==> src/design/rwc_pkg.sv <==
// Shared constants and types for the reset and watchdog control block
package rwc_pkg;

  // Clock and time base
  localparam int unsigned CLK_HZ = 20_000_000;
  localparam int unsigned US_PER_S = 1_000_000;
  localparam int unsigned MS_PER_S = 1_000;
  localparam int unsigned US_CYCLES_INT = CLK_HZ / US_PER_S;
  localparam logic [4:0] US_CYCLES = 5'(US_CYCLES_INT);

  // Start-up and hold times, as printed
  localparam int unsigned SHORT_DELAY_US = 128;
  localparam int unsigned LONG_DELAY_MS = 96;
  localparam int unsigned WDR_HOLD_US = 2048;

  // Derived cycle counts (exact at 20 MHz)
  localparam int unsigned SHORT_DELAY_CYCLES = SHORT_DELAY_US * US_CYCLES_INT;
  localparam int unsigned LONG_DELAY_CYCLES = LONG_DELAY_MS * (CLK_HZ / MS_PER_S);
  localparam int unsigned WDR_HOLD_CYCLES = WDR_HOLD_US * US_CYCLES_INT;

  // Delay counter width, wide enough for the long start-up delay
  localparam int unsigned DLY_W = 21;

  // Free-running timer and watchdog
  localparam int unsigned FTIMER_W = 12;
  localparam int unsigned FTIMER_TICK_BIT = 11;
  localparam int unsigned WDOG_W = 2;

  // I/O addresses
  localparam logic [7:0] ADDR_USB_ADDRESS = 8'h10;
  localparam logic [7:0] ADDR_WDOG_CLEAR = 8'h26;
  localparam logic [7:0] ADDR_PROC_STATUS = 8'hFF;

  // Status and control field positions
  localparam int unsigned STAT_POR_BIT = 4;
  localparam int unsigned STAT_USBR_BIT = 5;
  localparam int unsigned STAT_WDR_BIT = 6;
  localparam logic [7:0] STAT_CAUSE_MASK = 8'h70;
  localparam logic [7:0] STAT_RESET = 8'h10;

  // USB address register field positions and reset value
  localparam int unsigned USB_ADDR_EN_BIT = 7;
  localparam logic [7:0] USB_ADDR_RESET = 8'h00;

  // Reset entry values for the core
  localparam logic [7:0] SP_RESET = 8'h00;
  localparam logic [13:0] PC_RESET = 14'h0000;

  // Sequencer phases
  typedef enum logic [2:0] {
    PH_POR_CHECK,
    PH_SUSPEND,
    PH_START_DELAY,
    PH_RUN,
    PH_WDOG_HOLD
  } rwc_phase_e;

  // I/O request from the core
  typedef struct packed {
    logic [7:0] addr;
    logic [7:0] wdata;
    logic wr;
    logic rd;
  } rwc_io_req_s;

  // USB line levels seen by the sequencer
  typedef struct packed {
    logic usb_minus_line;
    logic usb_plus_line;
    logic bus_reset;
  } rwc_usb_s;

  // State of the sequencer
  typedef struct packed {
    rwc_phase_e phase;
    logic [DLY_W-1:0] dly_cnt;
    logic [7:0] status;
    logic [7:0] usb_address;
    logic [7:0] rdata;
    logic core_hold;
    logic periph_reset;
    logic gpio_force_input;
    logic suspend;
    logic watchdog_reset;
    logic pc_load;
    logic ctx_push_inhibit;
    logic [13:0] pc_value;
    logic [7:0] call_stack_pointer;
    logic [7:0] data_stack_pointer;
  } rwc_seq_s;

  // State of the watchdog
  typedef struct packed {
    logic [4:0] us_cnt;
    logic [FTIMER_W-1:0] ftimer;
    logic [WDOG_W-1:0] wd;
    logic bite;
  } rwc_wdog_s;

endpackage : rwc_pkg

==> src/design/rwc_watchdog.sv <==
`timescale 1ns/1ps
// Free-running microsecond timer with a 2-bit watchdog counter
module rwc_watchdog (
  // Clock and reset
  input wire logic clock,
  input wire logic arst_n,
  // Control
  input wire logic run,
  input wire logic clear,
  // Result
  output logic bite
);

  rwc_pkg::rwc_wdog_s s;
  rwc_pkg::rwc_wdog_s next_s;
  logic tick;

  // Next state of timer and counter
  always_comb begin
    next_s = s;
    tick = 1'b0;
    if (s.us_cnt == rwc_pkg::US_CYCLES - 5'h01) begin
      next_s.us_cnt = 5'h00;
      next_s.ftimer = s.ftimer + 12'h001;
    end else begin
      next_s.us_cnt = s.us_cnt + 5'h01;
    end
    // Bit 11 rising gives one tick per 4096 us
    tick = !s.ftimer[rwc_pkg::FTIMER_TICK_BIT] && next_s.ftimer[rwc_pkg::FTIMER_TICK_BIT];
    if (clear || !run) begin
      next_s.wd = 2'h0;
    end else if (tick) begin
      next_s.wd = s.wd + 2'h1;
    end
    // Bite on the MSB going low to high
    next_s.bite = run && !clear && !s.wd[1] && next_s.wd[1];
  end

  // State register; the timer itself never stops
  always_ff @(posedge clock or negedge arst_n) begin
    if (!arst_n) begin
      s <= '0;
    end else begin
      s <= next_s;
    end
  end

  assign bite = s.bite;
endmodule : rwc_watchdog

==> src/design/rwc_reset_ctrl.sv <==
`timescale 1ns/1ps
// Operation
// - Handle power-on, watchdog and USB bus resets
// - Power-on or watchdog reset restores defaults, clears address
// - Both stack pointers load zero on reset
// - Cause bits 4,5,6 recorded at 0xFF
// - Power-on or watchdog reset fetches from 0x0000
// - Reset entry saves no PC or flags
// - Power-on reset sets power-on flag bit 4
// - Power-on reset forces ports to input
// - Strap high and idle lines enter suspend
// - Start delay chosen by strap and power-on flag
// - Watchdog MSB rising raises reset, sets bit 6
// - Watchdog advances on timer bit 11 tick
// - Any write to 0x26 clears watchdog
// - Watchdog reset held 2.048 ms, then run
// - USB transmitter off until address enable set
// - Hardware and bus reset clear USB address
module rwc_reset_ctrl #(
  parameter int unsigned LONG_DELAY_CYCLES = rwc_pkg::LONG_DELAY_CYCLES,
  parameter int unsigned WDR_HOLD_CYCLES = rwc_pkg::WDR_HOLD_CYCLES
) (
  // Clock and power-on reset
  input wire logic clock,
  input wire logic arst_n,
  // Core I/O access
  input wire rwc_pkg::rwc_io_req_s io_req,
  output logic [7:0] io_rdata,
  // Strap and USB lines
  input wire logic wake_strap,
  input wire rwc_pkg::rwc_usb_s usb,
  // Core control
  output logic core_hold,
  output logic pc_load,
  output logic [13:0] pc_value,
  output logic ctx_push_inhibit,
  output logic [7:0] call_stack_pointer,
  output logic [7:0] data_stack_pointer,
  // System control
  output logic periph_reset,
  output logic gpio_force_input,
  output logic suspend,
  output logic watchdog_reset,
  output logic power_on_flag,
  output logic usb_tx_enable,
  output logic [7:0] usb_address
);

  localparam logic [rwc_pkg::DLY_W-1:0] SHORT_LOAD = rwc_pkg::DLY_W'(rwc_pkg::SHORT_DELAY_CYCLES - 1);
  localparam logic [rwc_pkg::DLY_W-1:0] LONG_LOAD = rwc_pkg::DLY_W'(LONG_DELAY_CYCLES - 1);
  localparam logic [rwc_pkg::DLY_W-1:0] WDR_LOAD = rwc_pkg::DLY_W'(WDR_HOLD_CYCLES - 1);

  rwc_pkg::rwc_seq_s s;
  rwc_pkg::rwc_seq_s next_s;
  logic wdog_clear;
  logic wdog_bite;
  logic lines_idle;
  logic wr_status;
  logic wr_usb_addr;

  // Start-up delay: strap high always short, else flag picks long
  function automatic logic [rwc_pkg::DLY_W-1:0] delay_pick(input logic strap, input logic por);
    if (!strap && por) begin
      delay_pick = LONG_LOAD;
    end else begin
      delay_pick = SHORT_LOAD;
    end
  endfunction : delay_pick

  // Read data for an I/O address; unowned and write-only read zero
  function automatic logic [7:0] read_mux(input logic [7:0] addr, input rwc_pkg::rwc_seq_s st);
    case (addr)
      rwc_pkg::ADDR_PROC_STATUS: read_mux = st.status;
      rwc_pkg::ADDR_USB_ADDRESS: read_mux = st.usb_address;
      default: read_mux = 8'h00;
    endcase
  endfunction : read_mux

  // Decodes of the core's I/O strobes
  assign wdog_clear = io_req.wr && io_req.addr == rwc_pkg::ADDR_WDOG_CLEAR;
  assign wr_status = io_req.wr && io_req.addr == rwc_pkg::ADDR_PROC_STATUS;
  assign wr_usb_addr = io_req.wr && io_req.addr == rwc_pkg::ADDR_USB_ADDRESS;
  // Idle is J: minus line high, plus line low
  assign lines_idle = usb.usb_minus_line && !usb.usb_plus_line;

  // Watchdog runs only while the core executes
  rwc_watchdog u_watchdog (
    .clock(clock),
    .arst_n(arst_n),
    .run(s.phase == rwc_pkg::PH_RUN),
    .clear(wdog_clear),
    .bite(wdog_bite)
  );

  // Sequencer next state
  always_comb begin
    next_s = s;
    next_s.pc_load = 1'b0;
    next_s.rdata = io_req.rd ? read_mux(io_req.addr, s) : 8'h00;

    // Firmware writes; hardware sets below take priority
    if (s.phase == rwc_pkg::PH_RUN) begin
      if (wr_status) begin
        next_s.status = io_req.wdata;
      end
      if (wr_usb_addr) begin
        next_s.usb_address = io_req.wdata;
      end
    end

    case (s.phase)
      // Strap and idle lines decide between suspend and a timed start
      rwc_pkg::PH_POR_CHECK: begin
        if (wake_strap && lines_idle) begin
          next_s.phase = rwc_pkg::PH_SUSPEND;
          next_s.suspend = 1'b1;
        end else begin
          next_s.phase = rwc_pkg::PH_START_DELAY;
          next_s.dly_cnt = delay_pick(wake_strap, s.status[rwc_pkg::STAT_POR_BIT]);
        end
      end
      // Wait for K, SE0 or bus reset, i.e. minus line low
      rwc_pkg::PH_SUSPEND: begin
        if (!usb.usb_minus_line) begin
          next_s.phase = rwc_pkg::PH_START_DELAY;
          next_s.suspend = 1'b0;
          next_s.dly_cnt = delay_pick(wake_strap, s.status[rwc_pkg::STAT_POR_BIT]);
        end
      end
      // Hold the core until the oscillator or supply settles
      rwc_pkg::PH_START_DELAY: begin
        if (s.dly_cnt == '0) begin
          next_s.phase = rwc_pkg::PH_RUN;
          next_s.gpio_force_input = 1'b0;
          next_s.pc_load = 1'b1;
        end else begin
          next_s.dly_cnt = s.dly_cnt - 1'b1;
        end
      end
      // Normal execution; watchdog bite restarts the core
      rwc_pkg::PH_RUN: begin
        if (wdog_bite) begin
          next_s.phase = rwc_pkg::PH_WDOG_HOLD;
          next_s.dly_cnt = WDR_LOAD;
          next_s.watchdog_reset = 1'b1;
          // Non-cause bits return to defaults, cause bits persist
          next_s.status = (next_s.status & rwc_pkg::STAT_CAUSE_MASK)
            | (rwc_pkg::STAT_RESET & ~rwc_pkg::STAT_CAUSE_MASK);
          next_s.status[rwc_pkg::STAT_WDR_BIT] = 1'b1;
          next_s.usb_address = rwc_pkg::USB_ADDR_RESET;
        end
      end
      // Watchdog reset lasts exactly the hold count
      rwc_pkg::PH_WDOG_HOLD: begin
        if (s.dly_cnt == '0) begin
          next_s.phase = rwc_pkg::PH_RUN;
          next_s.watchdog_reset = 1'b0;
          next_s.pc_load = 1'b1;
        end else begin
          next_s.dly_cnt = s.dly_cnt - 1'b1;
        end
      end
      default: begin
        next_s.phase = rwc_pkg::PH_POR_CHECK;
      end
    endcase

    // USB bus reset is a soft reset: no core restart
    if (usb.bus_reset) begin
      next_s.status[rwc_pkg::STAT_USBR_BIT] = 1'b1;
      next_s.usb_address = rwc_pkg::USB_ADDR_RESET;
    end

    // Core held outside run; peripherals cleared with it or on bus reset
    next_s.core_hold = next_s.phase != rwc_pkg::PH_RUN;
    next_s.periph_reset = next_s.core_hold || usb.bus_reset;
    // No context push while held or on the entry cycle
    next_s.ctx_push_inhibit = next_s.core_hold || next_s.pc_load;
    // Stack pointers and PC are reloaded while held
    if (next_s.core_hold) begin
      next_s.call_stack_pointer = rwc_pkg::SP_RESET;
      next_s.data_stack_pointer = rwc_pkg::SP_RESET;
      next_s.pc_value = rwc_pkg::PC_RESET;
    end
  end

  // State register; asynchronous reset is the power-on reset
  always_ff @(posedge clock or negedge arst_n) begin
    if (!arst_n) begin
      s.phase <= rwc_pkg::PH_POR_CHECK;
      s.dly_cnt <= '0;
      s.status <= rwc_pkg::STAT_RESET;
      s.usb_address <= rwc_pkg::USB_ADDR_RESET;
      s.rdata <= 8'h00;
      s.core_hold <= 1'b1;
      s.periph_reset <= 1'b1;
      s.gpio_force_input <= 1'b1;
      s.suspend <= 1'b0;
      s.watchdog_reset <= 1'b0;
      s.pc_load <= 1'b0;
      s.ctx_push_inhibit <= 1'b1;
      s.pc_value <= rwc_pkg::PC_RESET;
      s.call_stack_pointer <= rwc_pkg::SP_RESET;
      s.data_stack_pointer <= rwc_pkg::SP_RESET;
    end else begin
      s <= next_s;
    end
  end

  // Outputs straight from the state register
  assign io_rdata = s.rdata;
  assign core_hold = s.core_hold;
  assign pc_load = s.pc_load;
  assign pc_value = s.pc_value;
  assign ctx_push_inhibit = s.ctx_push_inhibit;
  assign call_stack_pointer = s.call_stack_pointer;
  assign data_stack_pointer = s.data_stack_pointer;
  assign periph_reset = s.periph_reset;
  assign gpio_force_input = s.gpio_force_input;
  assign suspend = s.suspend;
  assign watchdog_reset = s.watchdog_reset;
  assign power_on_flag = s.status[rwc_pkg::STAT_POR_BIT];
  assign usb_address = s.usb_address;
  // Transmitter gated by the address enable bit, which any reset clears
  assign usb_tx_enable = s.usb_address[rwc_pkg::USB_ADDR_EN_BIT];

  // Helper: phase one cycle back
  rwc_pkg::rwc_phase_e prev_phase;
  always_ff @(posedge clock or negedge arst_n) begin
    if (!arst_n) begin
      prev_phase <= rwc_pkg::PH_POR_CHECK;
    end else begin
      prev_phase <= s.phase;
    end
  end
endmodule : rwc_reset_ctrl

==> config.mk <==
export PLATFORM = sky130hd
export DESIGN_NAME = rwc_reset_ctrl
export DESIGN_NICKNAME = d
export VERILOG_FILES = /design/src/design/rwc_pkg.sv /design/src/design/rwc_watchdog.sv /design/src/design/rwc_reset_ctrl.sv
export SDC_FILE = /design/constraint.sdc
export NUM_CORES = 1
export LEC_CHECK = 0
export BUFFER_PORTS_ARGS = -buffer_cell sky130_fd_sc_hd__buf_2
export CAP_MARGIN = 20
export CORE_ASPECT_RATIO = 1.5
export CORE_MARGIN = 1
export CORE_UTILIZATION = 45
export DETAILED_ROUTE_END_ITERATION = 6
export PLACE_DENSITY = 0.75
export SETUP_SLACK_MARGIN = 0.4
export SLEW_MARGIN = 25
export SYNTH_ARGS = -nofsm -noshare
export SYNTH_HDL_FRONTEND = slang
export SYNTH_SLANG_ARGS = --single-unit
==> constraint.sdc <==
create_clock -name clock -period 2.85 [get_ports clock]
set_input_delay 0.285 -clock clock [delete_from_list [all_inputs] [get_ports clock]]
set_output_delay 0.285 -clock clock [all_outputs]
set_load 0.005 [all_outputs]
# After elaboration in Yosys (flattened, before gate mapping)
# Cells that the tools add are included.
# classes
addsub,4
eq_ne,15
muxes,29
n_reduce_logical,30
# op_table
operator,count
21-bit one-hot mux with 4 select lines,1
21-bit 2-to-1 mux,3
40-bit 2-to-1 mux,1
16-bit 2-to-1 mux,2
8-bit 2-to-1 mux,4
24-bit 2-to-1 mux,1
21-bit zero test,1
21-bit by 1-bit subtractor with 21-bit output (second input constant),1
8-bit one-hot mux with 2 select lines,1
12-bit by 1-bit adder with 12-bit output (second input constant),1
12-bit 2-to-1 mux,1
2-bit != test (second input constant),6
3-bit one-hot mux with 4 select lines,1
1-bit logical AND,10
8-bit by 5-bit equality test with 1-bit output (second input constant),1
8-bit by 6-bit equality test with 1-bit output (second input constant),1
8-bit equality test (second input constant),1
2-bit 2-to-1 mux,4
3-bit by 2-bit equality test with 1-bit output (second input constant),2
1-bit zero test,6
1-bit one-hot mux with 2 select lines,3
3-bit AND reduction,2
2-bit nonzero test,3
5-bit by 1-bit adder with 5-bit output (second input constant),1
other kinds (14),20
# word_totals
ff_bits,75
inputBits,24
wordCells,96

# Depth between registers and ports, before layout
# depth
depth_word,8
mapped_depth,9

# Cells and area by module
# A second synthesis with hierarchy kept.
# unflattened
hier_cells,415
hier_area_um2,4155.2
# modules_own_cells
module,instances,cells_each,area_each_um2,seq_area_each_um2
rwc_reset_ctrl,1,341,3256.9,1382.6
rwc_watchdog,1,74,898.4,500.5

# Worst setup path after synthesis
# No wires, ideal clock.
# synth_timing
path_type,reg-to-reg
startpoint,reg s[61] in the netlist's numbering
endpoint,reg s[62] in the netlist's numbering
arrival_time_ps,1986
required_time_ps,2725
slack_ps,739
stages_incl_launch_ff,9
synth_period_minus_slack_ps,2111
cell_sequence,dfrtp_1 inv_1 ha_1 nor4b_2 and4_4 buf_6 a21oi_2 nor3_4 mux2_4
# synth_between
elab_chain_cells,3
word_cells_on_any_way,6
cone_classes,add/sub: 1; eq/ne: 1; mux: 2; reduce/logical: 2
# synth_lines
element,line_no,text
"start, declared",rwc_reset_ctrl.sv:53,rwc_pkg::rwc_seq_s s;
"start signal, assigned",rwc_reset_ctrl.sv:206,s <= next_s;
21-bit by 1-bit subtractor with 21-bit output or 21-bit zero test (tied branches),--,
21-bit 2-to-1 mux or 2-bit != test (tied branches),--,
21-bit one-hot mux with 4 select lines or 5-bit AND reduction (tied branches),--,
# Parallel ways exist; a longest one is shown, timed or not. The select of a mux whose other input is x is not followed.
# A chain may end at the register's enable or synchronous reset.

# Worst setup path after layout
# Same ends and word-level chain as after synthesis.

==> impl_metrics.json <==
{
  "outcome": "complete, but fails checks",
  "violations": "hold timing",
  "synthCells": 418,
  "areaGrowthSynthToFinish_pct": 9.792,
  "synth_top_family_by_area": "simple AND/OR/NAND/NOR gates",
  "detail-route-antenna-nets": 0,
  "worstPathMaxFanout": 11,
  "ys_types": 66,
  "critPathTopFamily": "simple AND/OR/NAND/NOR gates",
  "async_flop_share": 1.000,
  "start_util": 0.4676,
  "tritoncts": "built",
  "ys.flop_type": "dfrtp_1",
  "grt_pass1_vias": 3259,
  "synth_area_leaders": "dfrtp_1, buf_4, nor2_1",
  "yosys.area_share.simple": 0.2112,
  "dieArea_sq_um": 9624,
  "rows": 42,
  "core_sq_um": 8881,
  "gp_congestion": 0.8158,
  "worst_pin_slew_ns": 0.7087,
  "cts.path.max_buffers": 2,
  "syn_avg_cell_area_sq_um": 9.935,
  "hold_slack_ns": -0.02843,
  "num_antenna_cells": 0,
  "fill_cells": 788,
  "cts_num_sinks": 75,
  "drive_above_1_share": 0.2143,
  "slew_headroom": 0.5255,
  "power.leakage_nw": 2.175,
  "io_pins": 79,
  "ys.warnings.count": 0,
  "worstPathArrival_ns": 2.52,
  "post_drt_via_cell_ratio": 5.545,
  "synth-xor-area-share": 0.02953,
  "antenna_found_initial": 0,
  "placed_area_sq_um": 4277,
  "synth_adder_area_share": 0.009039,
  "cts_hold_buf": 0,
  "wire_per_inst_um": 15.33,
  "globalRouteOverflowTotal": 0,
  "track_usage": 0.2041,
  "finalHoldViolCount": 69,
  "clock_latency_ns": 0.34,
  "synth_top_area_share": 0.4218,
  "drt-initial-drc-count": 211,
  "drv_cap": 0,
  "ff_latch_area_sq_um": 1883,
  "hold_class": "in2async",
  "rsz0062_at_grt": "no",
  "path_cells": "inv_1 > ha_1 > nor4b_2 > and4_4 > a21oi_2 > nor3_4 > buf_4 > mux2_4",
  "synth_top_cell_by_area": "dfrtp_1",
  "cpMaxStageDelayCell": "dfrtp_1",
  "synth_compound_area_frac": 0.1374,
  "finalMaxSlewViolations": 0,
  "yosysSeqAreaShare": 0.4534,
  "ir_worst_vdd_mv": 0.3754,
  "die_x_um": 80.44,
  "skew_ns": 0.004846,
  "dpl.hpwl_mm": 6.167,
  "power_density_nw_per_um2": 470.2,
  "die_h_um": 119.7,
  "multi_input_area_sq_um": 1909,
  "h-tree-depth": 3,
  "cp_data_required_time_ns": 3.07,
  "stdcell_area_sq_um": 4559,
  "setup_tns_ns": 0,
  "ys_ff_latch": 75,
  "port_buffers": 48,
  "setup_viol": 0,
  "synthMuxAreaShare": 0.04519,
  "min_period_over_period": 0.8081,
  "end_kind": "register",
  "cts.clk_slew.worst_paths_ns": 0.05,
  "drt_first_pass_iters": 4,
  "cts_buffers": 9,
  "cts_root_buf": "clkbuf_16",
  "drc": 0,
  "finalNetCount": 484,
  "drt-total-wl_mm": 8.770,
  "syn_area_sq_um": 4153,
  "grt_max_degree": 76,
  "vias": 3172,
  "crit_buf_inv": 2,
  "slowest_delay_ns": 0.39,
  "synth-edff-count": 0,
  "critPathKind": "reg2reg",
  "grt_first_pass_wirelength_mm": 15.09,
  "fmax_ghz": 0.4342,
  "cp-start-kind": "register",
  "fin_crit_ns": 2.303
}
metal layers:
metal	GRT usage	part of all wire	wire, um	vias up
met5	0	0	0	-
met4	0.1172	0.036	318	0
met3	0.05019	0.051	446	25
met2	0.3379	0.52	4553	101
met1	0.2352	0.39	3451	1560
li1	-	-	-	1486
repair_timing:
action	in CTS	in global routing
setup endpoints to repair	0	14
setup buffers	0	3
resized for setup	0	1
cells in the final DEF, fill, tap and decap left out, drive strengths merged, types with 4 or more instances in the layout:
| cell type | synthesis | layout |
|---|---|---|
| a21oi | 13 | 13 |
| dfstp | 5 | 5 |
| nand4 | 7 | 7 |
| nand2 | 30 | 30 |
| buf | 53 | 58 |
| o31ai | 12 | 12 |
| o21ai | 10 | 10 |
| a21o | 4 | 4 |
| a31oi | 4 | 4 |
| nor4 | 9 | 9 |
| a22oi | 8 | 8 |
| mux2i | 15 | 15 |
| dfrtp | 70 | 70 |
| xnor2 | 10 | 10 |
| xor2 | 4 | 4 |
| nand3 | 10 | 10 |
| clkbuf | 6 | 13 |
| nor2b | 11 | 11 |
| inv | 14 | 14 |
| and3 | 6 | 6 |
| nand2b | 7 | 7 |
| conb | 1 | 30 |
| nor2 | 43 | 43 |
| nor3 | 16 | 16 |
| or2 | 6 | 6 |
power breakdown:
group / internal (mW) / switching [mW] / total (mW)
registers: 1.07 / 0.00369 / 1.08
logic: 0.0230 / 0.0512 / 0.0741
clock network: 0.585 / 0.408 / 0.993
final timing paths:
path | start | cells past startpoint | endpoint | slack (ns)
setup / recovery | s[61] | 8 | s[62] | 0.55
hold / removal | arst_n | 1 | s[65] | -0.03
setup reg to reg | s[61] | 8 | s[62] | 0.55
hold reg to reg | gpio_force_input | 1 | gpio_force_input | 0.46
max in group asynchronous | arst_n | 1 | s[60] | 2.43
min in group clock | usb[0] | 2 | s[58] | 0.17
synth_stat cells, drive strengths merged (2+ instances only):
cell	instances
buf	53
nor2b	11
mux2	3
a31oi	4
clkbuf	6
a21o	4
a22oi	8
a2bb2oi	3
a211oi	3
nor2	43
a221o	3
nor3	16
and2	2
dfstp	5
or3	3
nand2	30
o31a	2
xnor2	10
mux2i	15
nor4	9
nand4	7
and3	6
nand3	10
or2	6
dfrtp	70
o21ai	10
inv	14
nand2b	7
o211ai	2
a221oi	2
a21oi	13
o31ai	12
ha	3
xor2	4
cell families after synthesis:
kind of cell | Yosys count
mux | 18
flops | 75
compound gates | 78
xor+xnor | 14
other cells | 1
fa+ha+maj | 3
simple gates | 156
buf+inv | 73
metrics by stage:
step,total power [mW],instances,hold slack (ns),utilization,setup WS (ns)
2_1_floorplan,1.150,447,-0.01059,-,0.7393
3_3_place_gp,1.168,553,0.4453,0.4815,0.5169
3_5_place_dp,1.170,553,0.4556,0.4815,0.4344
4_1_cts,2.167,569,0.1280,0.5103,0.4320
5_1_grt,2.214,572,0.03109,0.5134,0.3887
6_report,2.144,572,-0.02843,0.5134,0.5470
flip-flops by register name, summed over array words and instances, names as in the netlist:
register	cells
s	31
u_watchdog.s	19
io_rdata	8
usb_address	8
core_hold	1
ctx_push_inhibit	1
gpio_force_input	1
pc_load	1
periph_reset	1
power_on_flag	1
suspend	1
u_watchdog.bite	1
watchdog_reset	1
layout make-up:
| class | instances | share of cell area |
|---|---|---|
| multi-input cells | 299 | 0.4188 |
| flip-flops and latches | 75 | 0.4130 |
| repair buffers | 58 | 0.07053 |
| clock buffers | 13 | 0.05269 |
| well taps | 110 | 0.03019 |
| inverters | 14 | 0.01153 |
| clock inverters | 3 | 0.003293 |
No activity file was read; power rests on OpenSTA's default activity.
